--- src/rtl/usb_ep_pkg.sv ---
package usb_ep_pkg;

  // ----------------------------------------------------------------
  // Register map on the processor I/O space
  // ----------------------------------------------------------------
  localparam logic [7:0] MODE_ADDR_BASE = 8'h44; // endpoint 0, then 1, 2
  localparam logic [7:0] CNT_ADDR_BASE  = 8'h4A; // endpoint 0, then 1, 2
  localparam logic [7:0] BUF1_FIRST     = 8'h58;
  localparam logic [7:0] BUF1_LAST      = 8'h5F;
  localparam logic [7:0] BUF2_FIRST     = 8'h60;
  localparam logic [7:0] BUF2_LAST      = 8'h67;
  localparam int         NUM_EP         = 3;

  // ----------------------------------------------------------------
  // Field positions, reset values and limits
  // ----------------------------------------------------------------
  localparam int         STALL_BIT  = 7;
  localparam int         ACKD_BIT   = 4;
  localparam int         TOG_BIT    = 7;
  localparam int         DVAL_BIT   = 6;
  localparam logic [7:0] MODE_RESET = 8'h00;
  localparam logic [7:0] CNT_RESET  = 8'h00;
  localparam logic [4:0] RX_MAX_CNT = 5'h0A; // payload plus two CRC bytes
  localparam logic [4:0] STATUS_CNT = 5'h02; // zero payload plus CRC
  localparam logic [3:0] BUF_BYTES  = 4'h8;

  // ----------------------------------------------------------------
  // Endpoint mode encodings
  // ----------------------------------------------------------------
  localparam logic [3:0] M_DISABLE   = 4'h0;
  localparam logic [3:0] M_NAK_INOUT = 4'h1;
  localparam logic [3:0] M_STAT_OUT  = 4'h2;
  localparam logic [3:0] M_STALL_IO  = 4'h3;
  localparam logic [3:0] M_STAT_IN   = 4'h6;
  localparam logic [3:0] M_ACKOUT_SI = 4'hB;
  localparam logic [3:0] M_ACKIN_SO  = 4'hF;
  localparam logic [3:0] M_NAK_OUT   = 4'h8;
  localparam logic [3:0] M_ACK_OUT   = 4'h9;
  localparam logic [3:0] M_NAK_IN    = 4'hC;
  localparam logic [3:0] M_ACK_IN    = 4'hD;

  // ----------------------------------------------------------------
  // Types
  // ----------------------------------------------------------------
  typedef enum logic [1:0] {
    PID_SETUP = 2'h0,
    PID_IN    = 2'h1,
    PID_OUT   = 2'h2
  } pid_t;

  typedef enum logic [2:0] {
    RESP_NONE  = 3'h0,
    RESP_ACK   = 3'h1,
    RESP_NAK   = 3'h2,
    RESP_STALL = 3'h3,
    RESP_DATA  = 3'h4
  } resp_code_t;

  typedef enum logic [2:0] {
    ST_IDLE = 3'b001,
    ST_SEND = 3'b010,
    ST_WAIT = 3'b100
  } state_t;

  typedef struct packed {
    pid_t       pid;
    logic [1:0] ep;
    logic [4:0] count;  // OUT/SETUP: payload bytes plus two
    logic       dval;
    logic       toggle;
  } xact_t;

  typedef struct packed {
    logic [1:0] ep;
    logic [7:0] data;
  } rx_byte_t;

  typedef struct packed {
    logic [7:0] data;
    logic       last;
    logic       empty;  // zero-length packet marker
  } tx_item_t;

endpackage

--- src/rtl/usb_endpoint_mode_responder.sv ---
`timescale 1ns/1ps

// ------------------------------------------------------------------
// Small shift-register buffer, head entry drives the output data directly
// ------------------------------------------------------------------
module usb_ep_skid_buf #(
  parameter int WIDTH = 10,
  parameter int DEPTH = 2
) (
  // Clock and reset
  input  wire logic             clk_sys,
  input  wire logic             rst_b,
  // Filling side
  input  wire logic             in_valid,
  input  wire logic [WIDTH-1:0] in_data,
  output logic                  in_ready,
  // Draining side
  output logic                  out_valid,
  output logic      [WIDTH-1:0] out_data,
  input  wire logic             out_ready
);
  logic [WIDTH-1:0] mem_reg [DEPTH];
  logic [$clog2(DEPTH+1)-1:0] fill_reg;
  logic [$clog2(DEPTH+1)-1:0] fill_next;
  logic                       valid_reg;
  wire  push = in_valid && in_ready;
  wire  pop  = out_valid && out_ready;

  // Full straight from the fill level; empty from its own flop
  assign in_ready  = (fill_reg != DEPTH[$clog2(DEPTH+1)-1:0]);
  assign out_valid = valid_reg;  // Flop, so the port never glitches
  assign out_data  = mem_reg[0];
  assign fill_next = fill_reg + {{($clog2(DEPTH+1)-1){1'b0}}, push}
                              - {{($clog2(DEPTH+1)-1){1'b0}}, pop};

  // Level counter
  always_ff @(posedge clk_sys or negedge rst_b) begin
    if (!rst_b) begin
      fill_reg  <= '0;
      valid_reg <= 1'b0;
    end else begin
      fill_reg  <= fill_next;
      valid_reg <= (fill_next != '0);
    end
  end

  // Entries shift toward the head on a pop; data needs no reset
  genvar g;
  generate
    for (g = 0; g < DEPTH; g++) begin : g_ent
      wire [$clog2(DEPTH+1)-1:0] idx = g[$clog2(DEPTH+1)-1:0];
      always_ff @(posedge clk_sys) begin
        if (pop) begin
          if (push && (idx + 1'b1 == fill_reg)) begin
            mem_reg[g] <= in_data;
          end else if (g < DEPTH - 1) begin
            mem_reg[g] <= mem_reg[(g < DEPTH - 1) ? g + 1 : g];
          end
        end else if (push && (idx == fill_reg)) begin
          mem_reg[g] <= in_data;
        end
      end
    end
  endgenerate
endmodule

// Summary of operation
// - Endpoint one buffer: eight bytes at I/O addresses 0x58 to 0x5F.
// - Endpoint two buffer: eight bytes at I/O addresses 0x60 to 0x67.
// - Buffers hold IN and OUT payloads alike; no reset value.
// - Buffers are reached through the processor I/O port and by received OUT bytes and IN transmit.
// - Mode value sits in bits 3..0 of each mode register.
// - Mode 0000 ignores SETUP, IN and OUT on any endpoint.
// - Control modes ACK valid SETUP; mode 0001 NAKs IN and OUT.
// - Mode 0010 stalls IN and status-checks OUT.
// - Mode 0011 stalls every IN and every valid OUT on the control endpoint.
// - Mode 0110 stalls OUT and sends zero-length data on IN.
// - Mode 1011 ACKs OUT and sends zero-length data on IN.
// - Mode 1111 sends the counted bytes on IN, status-checks OUT.
// - Status check ACKs only zero-length DATA1, otherwise stalls.
// - Counted transmit sends the count field's bytes, at most eight.
// - Data mode 1000 NAKs OUT, ignores SETUP and IN.
// - Mode 1001, stall clear: ACK OUT, then mode becomes 1000.
// - Mode 1001, stall set: STALL OUT, ignore the rest.
// - Data mode 1100 NAKs IN, ignores SETUP and OUT.
// - Mode 1101, stall clear: send data; after host ACK mode 1100.
// - Mode 1101, stall set: STALL IN, ignore SETUP and OUT.
// - Modes 0100, 0101, 0111, 1010, 1110 ignore every token.
// - Received OUT or SETUP records payload bytes plus two as count.
// - Data endpoint bit 7 is the stall flag for the ACK modes.
module usb_endpoint_mode_responder
  import usb_ep_pkg::*;
#(
  parameter int TX_DEPTH = 2
) (
  // Clock and reset
  input  wire logic       clk_sys,
  input  wire logic       rst_b,
  // Processor I/O port
  input  wire logic [7:0] io_addr,
  input  wire logic       io_wr,
  input  wire logic       io_rd,
  input  wire logic [7:0] io_wdata,
  output logic      [7:0] io_rdata,
  // Decoded transactions from the serial interface engine front end
  input  wire logic       xact_valid,
  input  wire xact_t      xact,
  input  wire logic       rx_valid,
  input  wire rx_byte_t   rx,
  input  wire logic       hs_valid,
  input  wire logic       hs_ack,
  // Handshake answer towards the host
  output logic            resp_valid,
  output resp_code_t      resp_code,
  output logic            resp_toggle,
  // Transmit data stream
  output logic            tx_valid,
  output tx_item_t        tx_item,
  input  wire logic       tx_ready
);

  // ----------------------------------------------------------------
  // Storage
  // ----------------------------------------------------------------
  logic [7:0]  mode_reg [NUM_EP];
  logic [7:0]  cnt_reg  [NUM_EP];
  logic [7:0]  buf_mem  [16];          // no reset: contents undefined
  state_t      state_reg, state_next;
  logic [1:0]  tx_ep_reg;
  logic [3:0]  tx_len_reg, tx_idx_reg;
  logic [3:0]  rx_idx_reg;
  logic [7:0]  rdata_reg;
  logic        resp_valid_reg, resp_toggle_reg;
  resp_code_t  resp_code_reg;

  // ----------------------------------------------------------------
  // Address decode helpers
  // ----------------------------------------------------------------
  function automatic logic in_range(input logic [7:0] a,
                                    input logic [7:0] lo,
                                    input logic [7:0] hi);
    return (a >= lo) && (a <= hi);
  endfunction

  function automatic logic [3:0] buf_index(input logic       ep2,
                                           input logic [2:0] off);
    return {ep2, off};
  endfunction

  wire hit_buf1 = in_range(io_addr, BUF1_FIRST, BUF1_LAST);
  wire hit_buf2 = in_range(io_addr, BUF2_FIRST, BUF2_LAST);
  wire [3:0] cpu_buf_idx = buf_index(hit_buf2, io_addr[2:0]);
  wire [1:0] mode_sel = 2'(io_addr - MODE_ADDR_BASE);
  wire [1:0] cnt_sel  = 2'(io_addr - CNT_ADDR_BASE);
  wire hit_mode = in_range(io_addr, MODE_ADDR_BASE, MODE_ADDR_BASE + 8'h02);
  wire hit_cnt  = in_range(io_addr, CNT_ADDR_BASE, CNT_ADDR_BASE + 8'h02);

  // ----------------------------------------------------------------
  // Token decision for the transaction now presented
  // ----------------------------------------------------------------
  wire [7:0]  cur_mode_f = mode_reg[xact.ep];
  wire [3:0]  cur_mode   = cur_mode_f[3:0];
  wire        is_ctrl    = (xact.ep == 2'h0);
  wire        cur_stall  = !is_ctrl && cur_mode_f[STALL_BIT];
  wire        rx_ok      = xact.dval && (xact.count <= RX_MAX_CNT);
  wire        good_stat  = (xact.count == STATUS_CNT) && xact.toggle;
  wire [3:0]  cur_cnt    = cnt_reg[xact.ep][3:0];
  wire [3:0]  counted    = (cur_cnt > BUF_BYTES) ? BUF_BYTES : cur_cnt;

  resp_code_t d_code;
  logic       d_mode_we, d_cnt_we, d_ackd, d_tx;
  logic [3:0] d_mode, d_len;

  // Unlisted codes fall to the default and are ignored
  always_comb begin
    d_code    = RESP_NONE;
    d_mode_we = 1'b0;
    d_mode    = cur_mode;
    d_cnt_we  = 1'b0;
    d_ackd    = 1'b0;
    d_tx      = 1'b0;
    d_len     = 4'h0;
    if (is_ctrl && (cur_mode inside {M_NAK_INOUT, M_STAT_OUT, M_STALL_IO,
                                     M_STAT_IN, M_ACKOUT_SI, M_ACKIN_SO}))
    begin
      unique case (xact.pid)
        PID_SETUP: begin
          if (rx_ok) begin
            d_code    = RESP_ACK;
            d_mode_we = 1'b1;
            d_mode    = M_NAK_INOUT;
            d_cnt_we  = 1'b1;
            d_ackd    = 1'b1;
          end
        end
        PID_IN: begin
          unique case (cur_mode)
            M_NAK_INOUT: d_code = RESP_NAK;
            M_STAT_OUT: begin
              d_code    = RESP_STALL;
              d_mode_we = 1'b1;
              d_mode    = M_STALL_IO;
            end
            M_STALL_IO: d_code = RESP_STALL;
            M_STAT_IN, M_ACKOUT_SI: begin
              d_code = RESP_DATA;
              d_tx   = 1'b1;
            end
            default: begin
              d_code = RESP_DATA;
              d_tx   = 1'b1;
              d_len  = counted;
            end
          endcase
        end
        default: begin
          if (rx_ok) begin
            unique case (cur_mode)
              M_NAK_INOUT: d_code = RESP_NAK;
              M_STALL_IO, M_STAT_IN: d_code = RESP_STALL;
              M_ACKOUT_SI: begin
                d_code   = RESP_ACK;
                d_cnt_we = 1'b1;
                d_ackd   = 1'b1;
              end
              default: begin
                d_mode_we = 1'b1;
                if (good_stat) begin
                  d_code   = RESP_ACK;
                  d_mode   = M_STAT_OUT;
                  d_cnt_we = 1'b1;
                  d_ackd   = 1'b1;
                end else begin
                  d_code = RESP_STALL;
                  d_mode = M_STALL_IO;
                end
              end
            endcase
          end
        end
      endcase
    end else if (!is_ctrl) begin
      // Data endpoints answer only the token their mode names
      if (xact.pid == PID_OUT && rx_ok) begin
        if (cur_mode == M_NAK_OUT) begin
          d_code = RESP_NAK;
        end else if (cur_mode == M_ACK_OUT && cur_stall) begin
          d_code = RESP_STALL;
        end else if (cur_mode == M_ACK_OUT) begin
          d_code    = RESP_ACK;
          d_mode_we = 1'b1;
          d_mode    = M_NAK_OUT;
          d_cnt_we  = 1'b1;
          d_ackd    = 1'b1;
        end
      end else if (xact.pid == PID_IN) begin
        if (cur_mode == M_NAK_IN) begin
          d_code = RESP_NAK;
        end else if (cur_mode == M_ACK_IN && cur_stall) begin
          d_code = RESP_STALL;
        end else if (cur_mode == M_ACK_IN) begin
          d_code = RESP_DATA;
          d_tx   = 1'b1;
          d_len  = counted;
        end
      end
    end
    // Mode 0000 and the reserved codes leave everything at rest
  end

  // ----------------------------------------------------------------
  // Sequencer: decide, stream the payload, wait for the host
  // ----------------------------------------------------------------
  wire take_xact = xact_valid && (state_reg == ST_IDLE);
  wire sent_last;
  wire push_ok;
  wire hs_done = hs_valid && (state_reg == ST_WAIT);
  wire [7:0] tx_mode_f = mode_reg[tx_ep_reg];

  // Host handshake seen after our data
  wire        hs_mode_we = hs_done && hs_ack &&
                           (tx_mode_f[3:0] inside {M_ACKIN_SO, M_ACKOUT_SI,
                                                   M_ACK_IN});
  wire [3:0]  hs_mode = (tx_mode_f[3:0] == M_ACKIN_SO)  ? M_NAK_INOUT :
                        (tx_mode_f[3:0] == M_ACKOUT_SI) ? M_STALL_IO :
                                                          M_NAK_IN;

  always_comb begin
    state_next = state_reg;
    unique case (state_reg)
      ST_IDLE: if (take_xact && d_tx) state_next = ST_SEND;
      ST_SEND: if (sent_last) state_next = ST_WAIT;
      ST_WAIT: if (hs_valid) state_next = ST_IDLE;
    endcase
  end

  always_ff @(posedge clk_sys or negedge rst_b) begin
    if (!rst_b) begin
      state_reg <= ST_IDLE;
    end else begin
      state_reg <= state_next;
    end
  end

  // Transmit cursor over the buffer
  always_ff @(posedge clk_sys or negedge rst_b) begin
    if (!rst_b) begin
      tx_ep_reg  <= 2'h0;
      tx_len_reg <= 4'h0;
      tx_idx_reg <= 4'h0;
    end else if (take_xact && d_tx) begin
      tx_ep_reg  <= xact.ep;
      tx_len_reg <= d_len;
      tx_idx_reg <= 4'h0;
    end else if (push_ok) begin
      tx_idx_reg <= tx_idx_reg + 4'h1;
    end
  end

  // Stall on a full buffer so no byte is dropped
  tx_item_t  push_item;
  logic      push_ready;
  wire       push_valid = (state_reg == ST_SEND);
  assign push_ok   = push_valid && push_ready;
  assign push_item.data  = buf_mem[buf_index(tx_ep_reg[1], tx_idx_reg[2:0])];
  assign push_item.empty = (tx_len_reg == 4'h0);
  assign push_item.last  = push_item.empty ||
                           (tx_idx_reg + 4'h1 == tx_len_reg);
  assign sent_last = push_ok && push_item.last;

  usb_ep_skid_buf #(
    .WIDTH ($bits(tx_item_t)),
    .DEPTH (TX_DEPTH)
  ) u_tx_buf (
    .clk_sys   (clk_sys),
    .rst_b     (rst_b),
    .in_valid  (push_valid),
    .in_data   (push_item),
    .in_ready  (push_ready),
    .out_valid (tx_valid),
    .out_data  (tx_item),
    .out_ready (tx_ready)
  );

  // Handshake answer, one-cycle pulse from flops
  always_ff @(posedge clk_sys or negedge rst_b) begin
    if (!rst_b) begin
      resp_valid_reg  <= 1'b0;
      resp_code_reg   <= RESP_NONE;
      resp_toggle_reg <= 1'b0;
    end else begin
      resp_valid_reg  <= take_xact && (d_code != RESP_NONE);
      resp_code_reg   <= take_xact ? d_code : RESP_NONE;
      resp_toggle_reg <= cnt_reg[xact.ep][TOG_BIT];
    end
  end

  // ----------------------------------------------------------------
  // Mode and count registers, hardware update beats a CPU write
  // ----------------------------------------------------------------
  genvar e;
  generate
    for (e = 0; e < NUM_EP; e++) begin : g_ep
      wire is_me   = take_xact && (xact.ep == 2'(e));
      wire hw_mode = (is_me && d_mode_we) ||
                     (hs_mode_we && tx_ep_reg == 2'(e));
      wire [3:0] hw_val = (is_me && d_mode_we) ? d_mode : hs_mode;
      wire hw_ackd = (is_me && d_ackd) ||
                     (hs_done && hs_ack && tx_ep_reg == 2'(e));
      wire cpu_mode = io_wr && hit_mode && (mode_sel == 2'(e));
      wire cpu_cnt  = io_wr && hit_cnt && (cnt_sel == 2'(e));
      // Endpoint 0 write clears the upper nibble; others take bits 7..5 and clear bit 4
      wire [7:0] cpu_val = (e == 0) ? {4'h0, io_wdata[3:0]} :
                           {io_wdata[7:5], 1'b0, io_wdata[3:0]};
      wire [7:0] base = cpu_mode ? cpu_val : mode_reg[e];

      always_ff @(posedge clk_sys or negedge rst_b) begin
        if (!rst_b) begin
          mode_reg[e] <= MODE_RESET;
        end else begin
          mode_reg[e] <= {base[7:5], base[ACKD_BIT] | hw_ackd,
                          hw_mode ? hw_val : base[3:0]};
        end
      end

      // Received count keeps reserved bits untouched
      always_ff @(posedge clk_sys or negedge rst_b) begin
        if (!rst_b) begin
          cnt_reg[e] <= CNT_RESET;
        end else if (is_me && d_cnt_we) begin
          cnt_reg[e] <= {xact.toggle, 1'b1, cnt_reg[e][5:4],
                         xact.count[3:0]};
        end else if (cpu_cnt) begin
          cnt_reg[e] <= io_wdata;
        end
      end
    end
  endgenerate

  // ----------------------------------------------------------------
  // Endpoint buffers: received bytes land only in ACK-OUT mode
  // ----------------------------------------------------------------
  wire [7:0] rx_mode_f = mode_reg[rx.ep];
  wire rx_wr = rx_valid && (rx.ep != 2'h0) && (rx_idx_reg < BUF_BYTES) &&
               (rx_mode_f[3:0] == M_ACK_OUT) && !rx_mode_f[STALL_BIT];
  wire cpu_buf_wr = io_wr && (hit_buf1 || hit_buf2);

  always_ff @(posedge clk_sys or negedge rst_b) begin
    if (!rst_b) begin
      rx_idx_reg <= 4'h0;
    end else if (xact_valid) begin
      rx_idx_reg <= 4'h0;
    end else if (rx_valid) begin
      rx_idx_reg <= rx_idx_reg + 4'h1;
    end
  end

  // Engine writes take the port when both collide
  always_ff @(posedge clk_sys) begin
    if (rx_wr) begin
      buf_mem[buf_index(rx.ep[1], rx_idx_reg[2:0])] <= rx.data;
    end else if (cpu_buf_wr) begin
      buf_mem[cpu_buf_idx] <= io_wdata;
    end
  end

  // ----------------------------------------------------------------
  // Read data, unmapped addresses read as zero
  // ----------------------------------------------------------------
  wire [7:0] rd_mux = (hit_buf1 || hit_buf2) ? buf_mem[cpu_buf_idx] :
                      hit_mode ? mode_reg[mode_sel] :
                      hit_cnt  ? cnt_reg[cnt_sel] : 8'h00;

  always_ff @(posedge clk_sys or negedge rst_b) begin
    if (!rst_b) begin
      rdata_reg <= 8'h00;
    end else if (io_rd) begin
      rdata_reg <= rd_mux;
    end
  end

  assign io_rdata    = rdata_reg;
  assign resp_valid  = resp_valid_reg;
  assign resp_code   = resp_code_reg;
  assign resp_toggle = resp_toggle_reg;

endmodule

--- config.mk ---
export PLATFORM = sky130hd
export DESIGN_NAME = usb_endpoint_mode_responder
export DESIGN_NICKNAME = d
export VERILOG_FILES = /design/src/rtl/usb_ep_pkg.sv /design/src/rtl/usb_endpoint_mode_responder.sv
export SDC_FILE = /design/constraint.sdc
export NUM_CORES = 1
export LEC_CHECK = 0
export BUFFER_PORTS_ARGS = -buffer_cell sky130_fd_sc_hd__buf_2
export CAP_MARGIN = 20
export CORE_MARGIN = 8
export CORE_UTILIZATION = 30
export CTS_CLUSTER_DIAMETER = 80
export DETAILED_ROUTE_END_ITERATION = 8
export HOLD_SLACK_MARGIN = 0.02
export SETUP_SLACK_MARGIN = 0.1
export SLEW_MARGIN = 25
export SYNTH_ARGS = -nofsm -noshare
export SYNTH_HDL_FRONTEND = slang
export SYNTH_HIERARCHICAL = 1
export SYNTH_SLANG_ARGS = --single-unit
--- constraint.sdc ---
create_clock -name clk_sys -period 5.5 [get_ports clk_sys]
set_clock_uncertainty 0.15 [all_clocks]
set_input_delay 1.375 -clock clk_sys [delete_from_list [all_inputs] [get_ports clk_sys]]
set_output_delay 1.375 -clock clk_sys [all_outputs]
set_load 0.01 [all_outputs]
==> results.toml <==
[run_status]
status = "complete, no violations"

[placement]
place_congestion = 0.900
post-place-cells = 1477
io_buffers = 69
dp_worst_setup_slack_ns = 0.894
dp.final_hpwl_um = 24300

[die]
fp.dieArea_mm2 = 0.0467
die_h_um = 216
core_area_mm2 = 0.0396
start_util_pct = 30.3
dieWidth_um = 216
row_count = 73
io_pins = 70

[sta]
final.min_clock_period_ns = 4.10
max_freq_ghz = 0.244
setup_viol = 0
setup_ws_ns = 1.40
tightestPinTransition_ns = 1.06
finalHoldViolations = 0
max-slew-margin-rel_pct = 29.6
rsz0062_at_grt = "false"
tns_ns = 0
slew_viol_final = 0
fin_crit_sh_pct = 74.6

[clock_tree]
cts_tree = "built"
max-clock-path-buffers = 3
path_clk_slew_ns = 0.06
ctsHoldBuffers = 0
cts_resized = 0
clock-root-buffer = "clkbuf_16"
postCtsSetupBuffers = 0
h-tree-depth = 1
clk_latency_ns = 0.55
numClockSinks = 226
numCtsBuffers = 26

[layout]
multi_input_area_mm2 = 0.00530
largest_register_ffs = 128
fin_cells = 1523
fin_nets = 1030
fillCellCount = 3891
drive_gt1_share_pct = 25.1
fin_util_pct = 34.9
area_growth_pct = 15.3
regArea_mm2 = 0.00640

[grt]
antenna_found_initial = 1
grt_pass1_wl_um = 50300
use_met3_pct = 2.59
met2_usage_pct = 21.7
grt_overflow = 0
grt_use_met1_pct = 19.3
grt_max_degree = 48
grt-busiest-layer = "met2"
grt_pass1_vias = 7863
gr-usage-all-layers_pct = 13.8

[power]
peakVddDrop_mv = 0.203
p_total_mw = 5.15
p_per_area_mw_per_mm2 = 373
p_leak_nw = 5.19

[logic_synthesis]
seq_area_frac_synth_pct = 53.3
syn_area_mm2 = 0.0120
synth-seq-cells = 226
synth_ff_type = "edfxtp_1"
synthArstFlopShare_pct = 34.5
synth_area_per_cell_um2 = 13.1
synth_edf_count = 148
synth.distinct_cells = 86
netlist_instances = 918
syn_nets = 968
ys_warn_count = 6

[job]
maxCapViolCount = 0

[critical_path]
r2r_end = "buf_mem[7][6]"
worstSetupPathType = "in2reg"
critPathCaptureType = "register"
cp-startpoint = "xact[7]"
arrival_ns = 4.37
reg2regPathDepth = 7
path_max_fanout = 20
ff2ff_setup_slack_ns = 2.34
startpoint_type = "input port"
critPathCapture = "cnt_reg[13]"
cp.required_ns = 5.77
r2r-start = "mode_reg[11]"

[detailed_routing]
vias = 8079
drt_iter0_markers = 685
drt-total-wl_um = 33300
ant_nets = 0
avgViaCountPerCell = 5.30
drc_errors = 0
dr.pass1.iters = 5
wl_per_cell_um = 21.9

[hold_path]
hp-class = "reg2reg"
worstHoldStart = "cnt_reg[5]"
-- cells in the final DEF, fill, tap and decap left out, types with 11 or more instances in the layout --
| master | Yosys | layout |
|---|---|---|
| o22ai_1 | 12 | 12 |
| mux2_4 | 11 | 11 |
| buf_4 | 1 | 18 |
| o21ai_0 | 25 | 25 |
| clkbuf_16 | 0 | 26 |
| edfxtp_1 | 148 | 148 |
| nor2_1 | 89 | 89 |
| a22oi_1 | 11 | 11 |
| mux4_2 | 48 | 48 |
| mux2_2 | 23 | 23 |
| a221oi_1 | 17 | 17 |
| nand2_1 | 64 | 64 |
| a21oi_1 | 51 | 51 |
| mux2i_1 | 93 | 93 |
| inv_1 | 16 | 16 |
| dfrtp_1 | 77 | 76 |
| buf_2 | 15 | 68 |
-- metal layers --
metal / wire, µm / vias to the layer above
met2: 15300 / 309
met3: 2250 / 51
met4: 712 / 0
met5: 0 / -
met1: 15000 / 4047
li1: - / 3672
-- stage by stage --
step | hold WS [ns] | cell area, µm²
after floorplan | 0.314 | 12000
after global placement | 0.327 | 12900
after detailed placement | 0.337 | 12900
after CTS | 0.353 | 13800
after global routing | 0.370 | 13800
final | 0.349 | 13800
-- kinds of logic after synthesis --
family	Yosys count	synth area share (%)
AND/OR/NAND/NOR	246	10.8
flip-flops	226	53.3
multiplexers	187	21.6
AO/OA/AOI/OAI	172	10.5
buffers and inverters	70	2.50
XOR/XNOR	13	0.949
adder cells (fa/ha/maj)	4	0.417
-- Yosys cell counts, types with 5 or more instances --
cell	n	area, µm²
edfxtp_1	148	4440
mux2i_1	93	931
nor2_1	89	334
dfrtp_1	77	1930
nand2_1	64	240
a21oi_1	51	255
mux4_2	48	1080
clkbuf_1	26	97.6
o21ai_0	25	125
mux2_2	23	259
a221oi_1	17	149
inv_1	16	60.1
buf_2	15	75.1
o22ai_1	12	75.1
a22oi_1	11	82.6
mux2_4	11	165
mux2_1	9	101
nor2b_1	9	56.3
nor3_1	9	45.0
xnor2_1	9	78.8
buf_1	8	30.0
and2_1	7	43.8
nor4_1	6	37.5
o211a_1	6	60.1
nand2b_1	5	31.3
nand3b_1	5	37.5
nand4_1	5	31.3
-- final cells by class --
type | instances | area share [%]
Tap cell | 525 | 4.75
Antenna cell | 1 | 0.0181
Clock buffer | 31 | 4.91
Clock inverter | 14 | 1.83
Multi-Input combinational cell | 622 | 38.3
Sequential cell | 226 | 46.3
Timing Repair Buffer | 86 | 3.44
Inverter | 18 | 0.488
-- worst max-delay path: stages --
cell,delay [ns]
buf_2,0.38
nor2b_2,0.76
a2bb2oi_2,0.28
nor4_2,0.48
and3_1,0.29
o2111ai_2,0.11
buf_4,0.24
nand2_1,0.11
mux2_1,0.33
-- where the power goes --
group / internal [mW] / total (mW) / leakage [nW] / switching (mW)
sequential: 1.96 / 2.14 / 2.37 / 0.177
combinational: 0.533 / 1.14 / 2.37 / 0.608
clock: 1.17 / 1.87 / 0.447 / 0.708
-- worst min path at each step --
| stage | to | slack [ns] | cells past startpoint |
|---|---|---|---|
| floorplan | cnt_reg[4] | 0.31 | 1 |
| global route | cnt_reg[20] | 0.37 | 1 |
| finish | cnt_reg[5] | 0.35 | 1 |
| CTS | cnt_reg[6] | 0.35 | 2 |
| detailed placement | cnt_reg[6] | 0.34 | 2 |
| global placement | cnt_reg[4] | 0.33 | 1 |
(Power assumes the default switching activity.)
